==> src/common/p6mux_regs.svh <==
// register offsets, field positions and reset values of the pin 6 output control
`ifndef P6MUX_REGS_SVH
`define P6MUX_REGS_SVH
`define P6MUX_CTRL_OFFSET   8'h16
`define P6MUX_CTRL_ADDR     12'h058
`define P6MUX_CTRL_RESET    8'h00
`define P6MUX_SEL_MSB       7
`define P6MUX_SEL_LSB       5
`define P6MUX_SRC_MSB       4
`define P6MUX_SRC_LSB       2
`define P6MUX_VAL_BIT       1
`define P6MUX_EN_BIT        0
`define P6MUX_STATUS_ADDR   12'h05C
`define P6MUX_ENABLE_ADDR   12'h060
`define P6MUX_ENABLE_RESET  4'hF
`endif

==> src/common/p6mux_pkg.sv <==
// types shared by the pin 6 output source selector
package p6mux_pkg;
	typedef enum logic [2:0] {
		P6MUX_SRC_RX0  = 3'b000,
		P6MUX_SRC_RX1  = 3'b001,
		P6MUX_SRC_RX2  = 3'b010,
		P6MUX_SRC_RX3  = 3'b011,
		P6MUX_SRC_DEV  = 3'b100,
		P6MUX_SRC_RSV5 = 3'b101,
		P6MUX_SRC_TX   = 3'b110,
		P6MUX_SRC_RSV7 = 3'b111
	} p6mux_src_e;
	// per receive port status bundle
	typedef struct packed {
		logic [3:0] remote_pin;
		logic       lock;
		logic       pass;
		logic       frame_valid;
		logic       line_valid;
	} p6mux_rx_s;
	// transmit port status bundle
	typedef struct packed {
		logic pass_and;
		logic pass_or;
		logic frame_valid;
		logic line_valid;
		logic synced;
		logic irq;
	} p6mux_tx_s;
endpackage : p6mux_pkg

==> src/verilog/p6mux_top.sv <==
// pin 6 output source selector with its control register on an AXI4-Lite slave
// Overview of operation
// RL1 - source field bits 4:2 picks rx port 0-3, device status or transmit port
// RL2 - rx source: select 000/001/011 give remote pins 0, 2, 3
// RL3 - rx source: select 100 drives lock, 101 drives pass
// RL4 - rx source: select 111 drives line valid; frame valid code is ambiguous
// RL5 - device source: select 001 drives OR of enabled ports' lock
// RL6 - device source: select 010 drives AND of enabled ports' lock
// RL7 - device source: select 011 drives AND of enabled ports' pass
// RL8 - transmit source: select 000 drives pass AND, 001 drives pass OR
// RL9 - transmit source: select 010 drives frame valid
// RL10 - transmit source: select 011 drives line valid
// RL11 - transmit source: select 100 drives multi-port synchronized flag
// RL12 - transmit source: select 101 drives transmit interrupt; 111 reserved
// RL13 - bit 1 is the local value driven when the register value is chosen
// RL14 - bit 0 enables the pin driver
// RL15 - control register resets to zero: driver off, rx port 0, select 0
// RL16 - device select 000 drives local value; reserved codes drive low
// RL17 - driver stays off while enable is clear whatever the selection
//
// Implementation choice: the AXI4-Lite slave port.
`timescale 1ns/10ps
`include "p6mux_regs.svh"
module p6mux_top
	import p6mux_pkg::*;
(
	input  wire logic        aclk,
	input  wire logic        aresetn,
	input  wire logic        clk_en,
	input  wire logic [11:0] s_axi_awaddr,
	input  wire logic        s_axi_awvalid,
	output logic             s_axi_awready,
	input  wire logic [31:0] s_axi_wdata,
	input  wire logic [3:0]  s_axi_wstrb,
	input  wire logic        s_axi_wvalid,
	output logic             s_axi_wready,
	output logic [1:0]       s_axi_bresp,
	output logic             s_axi_bvalid,
	input  wire logic        s_axi_bready,
	input  wire logic [11:0] s_axi_araddr,
	input  wire logic        s_axi_arvalid,
	output logic             s_axi_arready,
	output logic [31:0]      s_axi_rdata,
	output logic [1:0]       s_axi_rresp,
	output logic             s_axi_rvalid,
	input  wire logic        s_axi_rready,
	input  wire p6mux_rx_s   rx_stat [4],
	input  wire p6mux_tx_s   tx_stat,
	output logic             pin6_o,
	output logic             pin6_oe
);

	// control register and port enable register
	logic [7:0] ctrl_ff;
	logic [3:0] port_en_ff;
	logic       aw_hold_ff;
	logic       w_hold_ff;
	logic [11:0] awaddr_ff;
	logic [31:0] wdata_ff;
	logic [3:0] wstrb_ff;
	logic       pin_ff;
	logic       oe_ff;

	// field decode
	wire logic [2:0] pin6_signal_select = ctrl_ff[`P6MUX_SEL_MSB:`P6MUX_SEL_LSB];
	wire p6mux_src_e pin6_source_select = p6mux_src_e'(ctrl_ff[`P6MUX_SRC_MSB:`P6MUX_SRC_LSB]);
	wire logic       pin6_local_value   = ctrl_ff[`P6MUX_VAL_BIT];
	wire logic       pin6_drive_enable  = ctrl_ff[`P6MUX_EN_BIT];

	// write channel: address and data taken in either order, one write at a time
	wire logic aw_take   = s_axi_awvalid && s_axi_awready;
	wire logic w_take    = s_axi_wvalid && s_axi_wready;
	wire logic wr_go     = aw_hold_ff && w_hold_ff && !s_axi_bvalid;
	wire logic wr_ctrl   = wr_go && (awaddr_ff == `P6MUX_CTRL_ADDR) && wstrb_ff[0];
	wire logic wr_en     = wr_go && (awaddr_ff == `P6MUX_ENABLE_ADDR) && wstrb_ff[0];
	wire logic wr_known  = (awaddr_ff == `P6MUX_CTRL_ADDR) || (awaddr_ff == `P6MUX_ENABLE_ADDR);

	// read decode; unmapped addresses answer slverr with zero data
	wire logic [11:0] ra = s_axi_araddr;
	// one read at a time: ready waits only for the previous answer, never for valid low
	wire logic        ar_take = s_axi_arvalid && s_axi_arready;
	wire logic        rd_ctrl = (ra == `P6MUX_CTRL_ADDR);
	wire logic        rd_stat = (ra == `P6MUX_STATUS_ADDR);
	wire logic        rd_pen  = (ra == `P6MUX_ENABLE_ADDR);
	wire logic [31:0] rd_word = rd_ctrl ? {24'h000000, ctrl_ff} :
	                            rd_stat ? {30'h0, oe_ff, pin_ff} :
	                            rd_pen  ? {28'h0000000, port_en_ff} : 32'h00000000;
	wire logic        rd_ok   = rd_ctrl || rd_stat || rd_pen;

	// aggregate status over enabled receive ports; no enabled port gives low
	logic [3:0] lock_v;
	logic [3:0] pass_v;
	always_comb begin
		for (int i = 0; i < 4; i++) begin
			lock_v[i] = rx_stat[i].lock;
			pass_v[i] = rx_stat[i].pass;
		end
	end
	wire logic any_en   = |port_en_ff;
	wire logic lock_or  = |(lock_v & port_en_ff);                         // RL5
	wire logic lock_and = any_en && &(lock_v | ~port_en_ff);              // RL6
	wire logic pass_and = any_en && &(pass_v | ~port_en_ff);              // RL7

	// second level: signal within the chosen receive port
	wire p6mux_rx_s rx_sel = rx_stat[pin6_source_select[1:0]];
	logic rx_sig;
	always_comb begin
		case (pin6_signal_select)
			3'h0: rx_sig = rx_sel.remote_pin[0];     // RL2
			3'h1: rx_sig = rx_sel.remote_pin[2];     // RL2
			3'h3: rx_sig = rx_sel.remote_pin[3];     // RL2
			3'h4: rx_sig = rx_sel.lock;              // RL3
			3'h5: rx_sig = rx_sel.pass;              // RL3
			3'h6: rx_sig = rx_sel.frame_valid;       // RL4
			3'h7: rx_sig = rx_sel.line_valid;        // RL4
			default: rx_sig = 1'b0;                  // RL16
		endcase
	end

	// device status signals
	logic dev_sig;
	always_comb begin
		case (pin6_signal_select)
			3'h0: dev_sig = pin6_local_value;        // RL16 RL13
			3'h1: dev_sig = lock_or;                 // RL5
			3'h2: dev_sig = lock_and;                // RL6
			3'h3: dev_sig = pass_and;                // RL7
			default: dev_sig = 1'b0;                 // RL16
		endcase
	end

	// transmit port signals
	logic tx_sig;
	always_comb begin
		case (pin6_signal_select)
			3'h0: tx_sig = tx_stat.pass_and;         // RL8
			3'h1: tx_sig = tx_stat.pass_or;          // RL8
			3'h2: tx_sig = tx_stat.frame_valid;      // RL9
			3'h3: tx_sig = tx_stat.line_valid;       // RL10
			3'h4: tx_sig = tx_stat.synced;           // RL11
			3'h5: tx_sig = tx_stat.irq;              // RL12
			default: tx_sig = 1'b0;                  // RL12
		endcase
	end

	// first level: source choice; reserved sources drive low
	logic sel_sig;
	always_comb begin
		case (pin6_source_select)
			P6MUX_SRC_RX0, P6MUX_SRC_RX1,
			P6MUX_SRC_RX2, P6MUX_SRC_RX3: sel_sig = rx_sig;   // RL1
			P6MUX_SRC_DEV: sel_sig = dev_sig;                 // RL1
			P6MUX_SRC_TX:  sel_sig = tx_sig;                  // RL1
			default:       sel_sig = 1'b0;                    // RL16
		endcase
	end

	// pin outputs registered; level forced low while the driver is off
	wire logic nxt_pin = pin6_drive_enable ? sel_sig : 1'b0;  // RL17
	wire logic nxt_oe  = pin6_drive_enable;                   // RL14

	always_ff @(posedge aclk) begin
		if (!aresetn) begin
			pin_ff <= 1'b0;
			oe_ff  <= 1'b0;
		end else if (clk_en) begin
			pin_ff <= nxt_pin;
			oe_ff  <= nxt_oe;                                    // RL14
		end
	end
	assign pin6_o  = pin_ff;
	assign pin6_oe = oe_ff;

	// register storage; reset value leaves the driver off on port 0
	always_ff @(posedge aclk) begin
		if (!aresetn) begin
			ctrl_ff    <= `P6MUX_CTRL_RESET;                     // RL15
			port_en_ff <= `P6MUX_ENABLE_RESET;
		end else if (clk_en) begin
			if (wr_ctrl) ctrl_ff <= wdata_ff[7:0];
			if (wr_en) port_en_ff <= wdata_ff[3:0];
		end
	end

	// write address and data holding
	always_ff @(posedge aclk) begin
		if (!aresetn) begin
			aw_hold_ff <= 1'b0;
			w_hold_ff  <= 1'b0;
			awaddr_ff  <= 12'h000;
			wdata_ff   <= 32'h00000000;
			wstrb_ff   <= 4'h0;
		end else if (clk_en) begin
			if (aw_take) begin
				aw_hold_ff <= 1'b1;
				awaddr_ff  <= {s_axi_awaddr[11:2], 2'b00};
			end else if (wr_go) begin
				aw_hold_ff <= 1'b0;
			end
			if (w_take) begin
				w_hold_ff <= 1'b1;
				wdata_ff  <= s_axi_wdata;
				wstrb_ff  <= s_axi_wstrb;
			end else if (wr_go) begin
				w_hold_ff <= 1'b0;
			end
		end
	end

	// handshake outputs; each ready only while its own channel holds nothing and no response is pending, so one write at a time
	always_ff @(posedge aclk) begin
		if (!aresetn) begin
			s_axi_awready <= 1'b0;
			s_axi_wready  <= 1'b0;
			s_axi_bvalid  <= 1'b0;
			s_axi_bresp   <= 2'b00;
			s_axi_arready <= 1'b0;
			s_axi_rvalid  <= 1'b0;
			s_axi_rdata   <= 32'h00000000;
			s_axi_rresp   <= 2'b00;
		end else if (clk_en) begin
			s_axi_awready <= !aw_hold_ff && !aw_take && !s_axi_bvalid;
			s_axi_wready  <= !w_hold_ff && !w_take && !s_axi_bvalid;
			if (wr_go) begin
				s_axi_bvalid <= 1'b1;
				s_axi_bresp  <= wr_known ? 2'b00 : 2'b10;
			end else if (s_axi_bready) begin
				s_axi_bvalid <= 1'b0;
			end
			s_axi_arready <= !ar_take && !s_axi_rvalid;
			if (ar_take) begin
				s_axi_rvalid <= 1'b1;
				s_axi_rdata  <= rd_word;
				s_axi_rresp  <= rd_ok ? 2'b00 : 2'b10;
			end else if (s_axi_rready) begin
				s_axi_rvalid <= 1'b0;
			end
		end
	end

	// the driver follows the enable bit one cycle later
	drive_follow_a: assert property (@(posedge aclk) disable iff (!aresetn) // RL14
		clk_en |=> (pin6_oe == $past(pin6_drive_enable)))
		else $error("pin driver enable does not follow control bit");

	// a disabled driver never shows a high level
	idle_low_a: assert property (@(posedge aclk) disable iff (!aresetn) // RL17
		!pin6_oe |-> !pin6_o)
		else $error("pin level high while driver disabled");

	// device select zero shows the local value
	local_value_a: assert property (@(posedge aclk) disable iff (!aresetn) // RL13
		(clk_en && pin6_drive_enable && pin6_source_select == P6MUX_SRC_DEV
		 && pin6_signal_select == 3'h0) |=> (pin6_o == $past(pin6_local_value)))
		else $error("local value not driven");

	// reference terms for the checks below, written bit by bit so a slip in the
	// vector form of the aggregate does not hide itself
	wire logic lock_or_chk = (rx_stat[0].lock & port_en_ff[0]) |
	                         (rx_stat[1].lock & port_en_ff[1]) |
	                         (rx_stat[2].lock & port_en_ff[2]) |
	                         (rx_stat[3].lock & port_en_ff[3]);
	wire logic rx_lock_chk = rx_sel.lock;
	wire logic tx_irq_chk  = tx_stat.irq;

	// lock or over enabled ports
	lock_or_a: assert property (@(posedge aclk) disable iff (!aresetn) // RL5
		(clk_en && pin6_drive_enable && pin6_source_select == P6MUX_SRC_DEV
		 && pin6_signal_select == 3'h1) |=> (pin6_o == $past(lock_or_chk)))
		else $error("lock or mismatch");

	// transmit interrupt selection
	tx_irq_a: assert property (@(posedge aclk) disable iff (!aresetn) // RL12
		(clk_en && pin6_drive_enable && pin6_source_select == P6MUX_SRC_TX
		 && pin6_signal_select == 3'h5) |=> (pin6_o == $past(tx_irq_chk)))
		else $error("transmit interrupt not driven");

	// receive lock selection follows the chosen port
	rx_lock_a: assert property (@(posedge aclk) disable iff (!aresetn) // RL3
		(clk_en && pin6_drive_enable && !pin6_source_select[2]
		 && pin6_signal_select == 3'h4)
		|=> (pin6_o == $past(rx_lock_chk)))
		else $error("receive lock not driven");

	// reserved sources stay low
	rsv_low_a: assert property (@(posedge aclk) disable iff (!aresetn) // RL16
		(clk_en && pin6_source_select[0] && pin6_source_select[2]) |=> !pin6_o)
		else $error("reserved source not low");

	// control register reads back zero straight after reset
	reset_zero_a: assert property (@(posedge aclk) // RL15
		!aresetn |=> (ctrl_ff == 8'h00 && !pin6_oe))
		else $error("control register not cleared by reset");

endmodule : p6mux_top
==> config.mk <==
export PLATFORM = sky130hd
export DESIGN_NAME = p6mux_top
export DESIGN_NICKNAME = d
export VERILOG_FILES = /design/src/common/p6mux_pkg.sv /design/src/verilog/p6mux_top.sv
export VERILOG_INCLUDE_DIRS = /design/src /design/src/common
export SDC_FILE = /design/constraint.sdc
export NUM_CORES = 1
export LEC_CHECK = 0
export ABC_CLOCK_PERIOD_IN_PS = 4450
export BUFFER_PORTS_ARGS = -buffer_cell sky130_fd_sc_hd__buf_2
export CAP_MARGIN = 20
export CORE_ASPECT_RATIO = 0.9
export CORE_UTILIZATION = 36
export CTS_CLUSTER_DIAMETER = 120
export CTS_CLUSTER_SIZE = 24
export DETAILED_ROUTE_END_ITERATION = 7
export PLACE_DENSITY = 0.76
export SKIP_LAST_GASP = 1
export SLEW_MARGIN = 40
export SYNTH_ARGS = -nofsm -noshare
export SYNTH_HDL_FRONTEND = slang
export SYNTH_SLANG_ARGS = --single-unit
==> constraint.sdc <==
create_clock -name aclk -period 4.45 [get_ports aclk]
set_input_delay 1.1125 -clock aclk [delete_from_list [all_inputs] [get_ports aclk]]
set_output_delay 1.1125 -clock aclk [all_outputs]
set_load 0.03 [all_outputs]
==> reports/metrics.yaml, run 1 <==
pre_cts_slack_ps: 1750
grt_pass1_vias: 2222
routed_wl_mm: 6.09
critPathLaunchType: "input port"
grt_antenna_before_repair: 0
relSlewSlack_pct: 50.4
switching_power_w: 0.000232
gp_congestion: 0.813
fin_cells: 482
die_x_um: 93.5
layout_setup_ws_ps: 2090
fin_worst_skew_ps: 5.74
dpl.hpwl_mm: 4.62
synth_edf_count: 0
clkPwrFrac_pct: 32.1
rows: 29
synth_ff_type: "dfxtp_1"
arrival_ps: 2560
max_cap_viol_count: 0
hold_class: "reg -> reg"
drtIter0Drc: 132
seqPwrFrac_pct: 53.8
async_flop_share_pct: 0
rsz0062_at_grt: "false"
finalCritPeriodShare_pct: 53.1
cellPowerDensity_nw_per_um2: 269
irDropWorstVdd_mv: 0.111
fp.coreArea_um2: 7180
detailroute.via_count: 2364
grt_pass1_wl_mm: 9.85
timing.hold.ws_ps: 472
crit_type: "in -> reg"
cts.sinks: 50
clock_path_buffers: 2
netlist_instances: 310
switching_share_pct: 26.9
slowest_delay_ps: 370
path_max_fanout: 15
ctsHoldBuffers: 0
portBuffers: 89
ys_types: 42
clock_latency_ps: 300
p_int_w: 0.000629
max_freq_mhz: 423
slowest_stage: "nor3b_2"
area_growth_pct: 17.8
p_leak_nw: 1.33
cp-end-kind: "flip-flop"
fin_area_um2: 3200
htreeDepth: 2
cts_resized: 0
ant_nets: 0
clkTransAtPathRegs_ps: 90
path_cells: "buf_2 -> nand2_1 -> nor3b_2 -> nand3_2 -> nor2_8 -> mux2i_1 -> nor2b_1"
outcome: "finished clean"
power_frac_comb_pct: 14.1
dr.pass1.iters: 4
nets: 494
yosysSeqAreaShare_pct: 36.9
dieArea_um2: 7890
place_inst: 474
setup_viol: 0
layout_commonest_cell: "buf_2"
io-pin-count: 149
clock_tree.root_cell: "clkbuf_8"
start_util_pct: 37.8
grt_usage_pct: 15.7
synth-seq-cells: 50
syn_area_um2: 2710
layout-drive-gt1-share_pct: 28.0
worstPathRequired_ps: 4650
cts_made_buffers: 5
wl_per_cell_um: 12.6
grt.overflow.total: 0
finalSetupTns_ps: 0
final_cell_mix: "buf_2 (89), nand2_1 (55), dfxtp_1 (50), conb_1 (26), a21boi_0 (23)"
fillers: 743
post_dp_cell_area_um2: 3100
yosys_warnings: 0
cts_tree: "built"
antenna_cells: 0
vias_per_cell: 4.90
synth.avg_cell_area_um2: 8.75
grt_max_degree: 52
die_h_um: 84.4
post_cts_buffers: 0
tightest_slew_ps: 745
period_needed_ps: 2360
final_max_slew_viol_count: 0
hold_viol: 0
remaining_drc_errors: 0
## path summary, 6_finish.rpt
path	startpoint	to	slack [ps]	cells after the start
hold reg to reg	awaddr_ff[10]	awaddr_ff[10]	470	2
setup / recovery	clk_en	ctrl_ff[4]	2090	7
hold / removal	awaddr_ff[10]	awaddr_ff[10]	470	2
setup reg to reg	ctrl_ff[3]	pin6_o	2140	5
## layout make-up
cell class              instances  area, µm²  area share, %
clock buffers                   6       82.6           2.58
clock inverters                 2       12.5          0.392
inverters                       7       26.3          0.822
multi-input cells             235       1510           47.3
flip-flops and latches         50       1000           31.3
well taps                      93        116           3.64
repair buffers                 89        445           13.9
## per-stage QoR
| step | util, % | total power, W |
|---|---|---|
| 2_1_floorplan | - | 0.000566 |
| 3_3_place_gp | 43.2 | 0.000593 |
| 3_5_place_dp | 43.2 | 0.000596 |
| 4_1_cts | 44.5 | 0.000869 |
| 5_1_grt | 44.5 | 0.000907 |
| 6_report | 44.5 | 0.000861 |
## cell families after synthesis
group / count (synthesis) / share of synthesized area [%]
simple gates: 123 / 24.2
compound gates: 62 / 16.7
flops: 50 / 36.9
buf+inv: 50 / 10.8
mux: 24 / 11.2
other cells: 1 / 0.138
## Yosys cell counts (2+ instances only)
library cell	number	area share [%]
a21oi_1	5	0.92
and3_1	6	1.4
nor2b_1	17	3.9
nor2_1	10	1.4
buf_2	7	1.3
a2111oi_0	4	1.3
or3_1	2	0.46
dfxtp_1	50	37
nor4b_1	3	0.97
mux2i_1	18	6.6
nand2b_1	5	1.2
nand3b_1	2	0.55
o22ai_1	4	0.92
nor4_1	5	1.2
nand3_1	8	1.5
a221oi_1	2	0.65
clkbuf_1	10	1.4
a21boi_0	23	6.4
a22oi_1	7	1.9
o21ai_0	4	0.74
nand2_1	55	7.6
o211a_1	2	0.74
nor3b_1	2	0.55
buf_4	26	7.2
inv_1	7	0.97
o211ai_1	6	1.7
mux4_2	5	4.2
## critical path: cells and delay by family
kind	cells	cell delay, ps
simple gates	5	1000
buf+inv	1	240
mux	1	210
## state kept, by name (all words and copies together) (netlist names), 4 cells and up
name / cells
awaddr_ff: 10
ctrl_ff: 8
s_axi_rdata: 8
wdata_ff: 8
port_en_ff: 4
## routing by layer
metal	track usage (%)	vias up	share of wire (%)	wire [µm]
met5	0	-	0	0
met4	5.87	0	1.4	88
met3	3.17	7	6.1	373
met2	27.2	74	49	2980
met1	19.1	1084	43	2650
li1	-	1199	-	-
## power by group through the flow
stage	registers (W)	logic [W]	clock network, W
after global routing	0.000465	0.000132	0.000310
after floorplan	0.000481	0.0000849	0
after detailed placement	0.000474	0.000122	0
final	0.000463	0.000122	0.000276
after global placement	0.000473	0.000119	0
after CTS	0.000463	0.000122	0.000284
Note: power is estimated with default switching activity, not from simulation.
==> run 2, diff against run 1 <==
--- a/config.mk
+++ b/config.mk
@@ -6,7 +6,7 @@
 export SDC_FILE = /design/constraint.sdc
 export NUM_CORES = 1
 export LEC_CHECK = 0
-export ABC_CLOCK_PERIOD_IN_PS = 4450
+export ABC_CLOCK_PERIOD_IN_PS = 1900
 export BUFFER_PORTS_ARGS = -buffer_cell sky130_fd_sc_hd__buf_2
 export CAP_MARGIN = 20
 export CORE_ASPECT_RATIO = 0.9
@@ -14,7 +14,7 @@
 export CTS_CLUSTER_DIAMETER = 120
 export CTS_CLUSTER_SIZE = 24
 export DETAILED_ROUTE_END_ITERATION = 7
-export PLACE_DENSITY = 0.76
+export PLACE_DENSITY = 0.79
 export SKIP_LAST_GASP = 1
 export SLEW_MARGIN = 40
 export SYNTH_ARGS = -nofsm -noshare
==> constraint.sdc (replaced) <==
create_clock -name aclk -period 1.9 [get_ports aclk]
set_input_delay 0.475 -clock aclk [delete_from_list [all_inputs] [get_ports aclk]]
set_output_delay 0.475 -clock aclk [all_outputs]
set_load 0.03 [all_outputs]
==> reports/metrics.yaml, run 2 (synthesis results as in run 1) <==
layout_commonest_cell: "buf_2"
io-pin-count: 149  # unchanged
finalCritPeriodShare_pct: 102
seqPwrFrac_pct: 50.8  # -3.0 points
path_max_fanout: 8  # -7
grt_antenna_before_repair: 0  # unchanged
finalSetupTns_ps: -139  # -139 ps
ant_nets: 0  # unchanged
clock_path_buffers: 2  # unchanged
dieArea_um2: 7890  # unchanged
irDropWorstVdd_mv: 0.333  # +200%
grt.overflow.total: 0  # unchanged
detailroute.via_count: 2453  # +3.8%
reg2reg_depth: 6  # +1
layout_setup_ws_ps: -33.2  # -2120 ps
cp_num_cells: 6  # -1
grt_usage_pct: 16.4  # +0.69 points
rows: 29  # unchanged
timing.hold.ws_ps: 419  # -53.8 ps
cellPowerDensity_nw_per_um2: 635  # +140%
die_h_um: 84.4  # unchanged
period_needed_ps: 1930
maxUsedRoutingLayer: "met4"
ctsHoldBuffers: 0  # unchanged
routed_wl_mm: 6.34  # +4.2%
grt_pass1_wl_mm: 10.5  # +6.5%
hold_class: "in -> reg"
dr_wl_met3_um: 360  # -3.5%
die_x_um: 93.5  # unchanged
drtIter0Drc: 76  # -42%
startpoint: "awaddr_ff[8]"
htreeDepth: 2  # unchanged
grt_max_degree: 36  # -31%
crit_end: "ctrl_ff[2]"
met2RoutedLength_mm: 3.10  # +4.0%
setup_viol: 8  # +8
layout-drive-gt1-share_pct: 31.1  # +3.1 points
portBuffers: 89  # unchanged
pre_cts_slack_ps: -129  # -1880 ps
final_cell_mix: "buf_2 (89), nand2_1 (55), dfxtp_1 (50), conb_1 (26), a21boi_0 (23)"
final_max_slew_viol_count: 0  # unchanged
fp.coreArea_um2: 7180  # unchanged
hold_viol: 0  # unchanged
critPathTopFamily: "simple AND/OR/NAND/NOR gates"
clock_latency_ps: 290  # about the same
max_freq_mhz: 517
slowest_stage: "or4_4"
rsz0062_at_grt: "true"
clock_tree.root_cell: "clkbuf_8"
switching_share_pct: 24.5  # -2.5 points
cts.sinks: 50  # unchanged
vias_per_cell: 4.93  # +0.43%
regMostFlops: "awaddr_ff"
violations: "negative setup slack"
cp-end-kind: "flip-flop"
switching_power_w: 0.000522  # +130%
nets: 511  # +3.4%
power_frac_comb_pct: 14.0  # about the same
critPathLaunchType: "flip-flop"
worstPathRequired_ps: 2080  # -2570 ps
remaining_drc_errors: 0  # unchanged
grt_pass1_vias: 2386  # +7.4%
antenna_cells: 0  # unchanged
p_int_w: 0.00161  # +160%
dr.pass1.iters: 4  # unchanged
p_leak_nw: 1.43  # +7.9%
crit_type: "reg -> reg"
clkTransAtPathRegs_ps: 90  # about the same
cts_made_buffers: 5  # unchanged
wl_per_cell_um: 12.7  # +0.83%
clkPwrFrac_pct: 35.2  # +3.1 points
start_util_pct: 37.8  # unchanged
fin_worst_skew_ps: 8.93  # +3.19 ps
critPathBufInv: 0  # -1
dpl.hpwl_mm: 5.05  # +9.3%
outcome: "finished, violations left"
largest_register_ffs: 10  # unchanged
m1WireLength_mm: 2.82  # +6.6%
max_cap_viol_count: 0  # unchanged
slowest_delay_ps: 540  # +170 ps
cts_tree: "built"
area_growth_pct: 24.0
arrival_ps: 2120  # -440 ps
gp_congestion: 0.899  # +11%
rr_endpoint: "ctrl_ff[2]"
r2r-start: "awaddr_ff[8]"
reg2reg_slack_ps: -30  # -2170 ps
path_cells: "or4_4 -> nor4b_4 -> nand3_2 -> nor2_8 -> mux2i_1 -> nor2b_1"
[run 2: area by class of cell]
type | count | area (µm²)
Clock buffer | 6 | 82.6
Clock inverter | 1 | 30.0
Fill cell | 729 | 3820
Inverter | 7 | 26.3
Multi-Input combinational cell | 235 | 1520
Sequential cell | 50 | 1000
Tap cell | 93 | 116
Timing Repair Buffer | 106 | 586
[run 2: repair_timing]
item                       4_1_cts  5_1_grt
gates resized for setup          1        2
pin swaps                        1        0
buffers inserted                 1        0
setup endpoints to repair        9       13
[run 2: power groups by stage]
stage | Sequential [W] | Clock [W] | Combinational [W]
finish | 0.00108 | 0.000750 | 0.000300
global placement | 0.00111 | 0 | 0.000294
CTS | 0.00108 | 0.000774 | 0.000301
detailed placement | 0.00111 | 0 | 0.000300
global route | 0.00109 | 0.000828 | 0.000326
floorplan | 0.00113 | 0 | 0.000199
[run 2: per-layer routing]
| metal | up-vias | GRT usage, % |
|---|---|---|
| met5 | - | 0 |
| met4 | 0 | 4.20 |
| met3 | 6 | 3.62 |
| met2 | 77 | 28.5 |
| met1 | 1137 | 20.4 |
| li1 | 1233 | - |
[run 2: worst min-delay path by stage]
stage,to,startpoint,cells after the start
6_report,awaddr_ff[10],s_axi_awaddr[10],3
5_1_grt,awaddr_ff[10],s_axi_awaddr[10],3
4_1_cts,awaddr_ff[4],s_axi_awaddr[4],3
3_5_place_dp,s_axi_rresp[1],s_axi_rresp[1],2
3_3_place_gp,awaddr_ff[10],awaddr_ff[10],2
2_1_floorplan,awaddr_ff[11],awaddr_ff[11],2
[run 2: worst register-to-register path, delay by kind of cell, from the launching register on]
kind	cells	cell delay [ps]
flops	1	320
simple gates	5	1300
mux	1	220
[run 2: metrics by stage]
step                      util (%)  cells  power [W]  area, µm²
after CTS                     46.7    498    0.00216       3350
after detailed placement      45.0    490    0.00141       3230
after global routing          46.8    498    0.00224       3360
after global placement        45.0    490    0.00140       3230
after floorplan                  -    335    0.00133       2810
final                         46.8    498    0.00213       3360
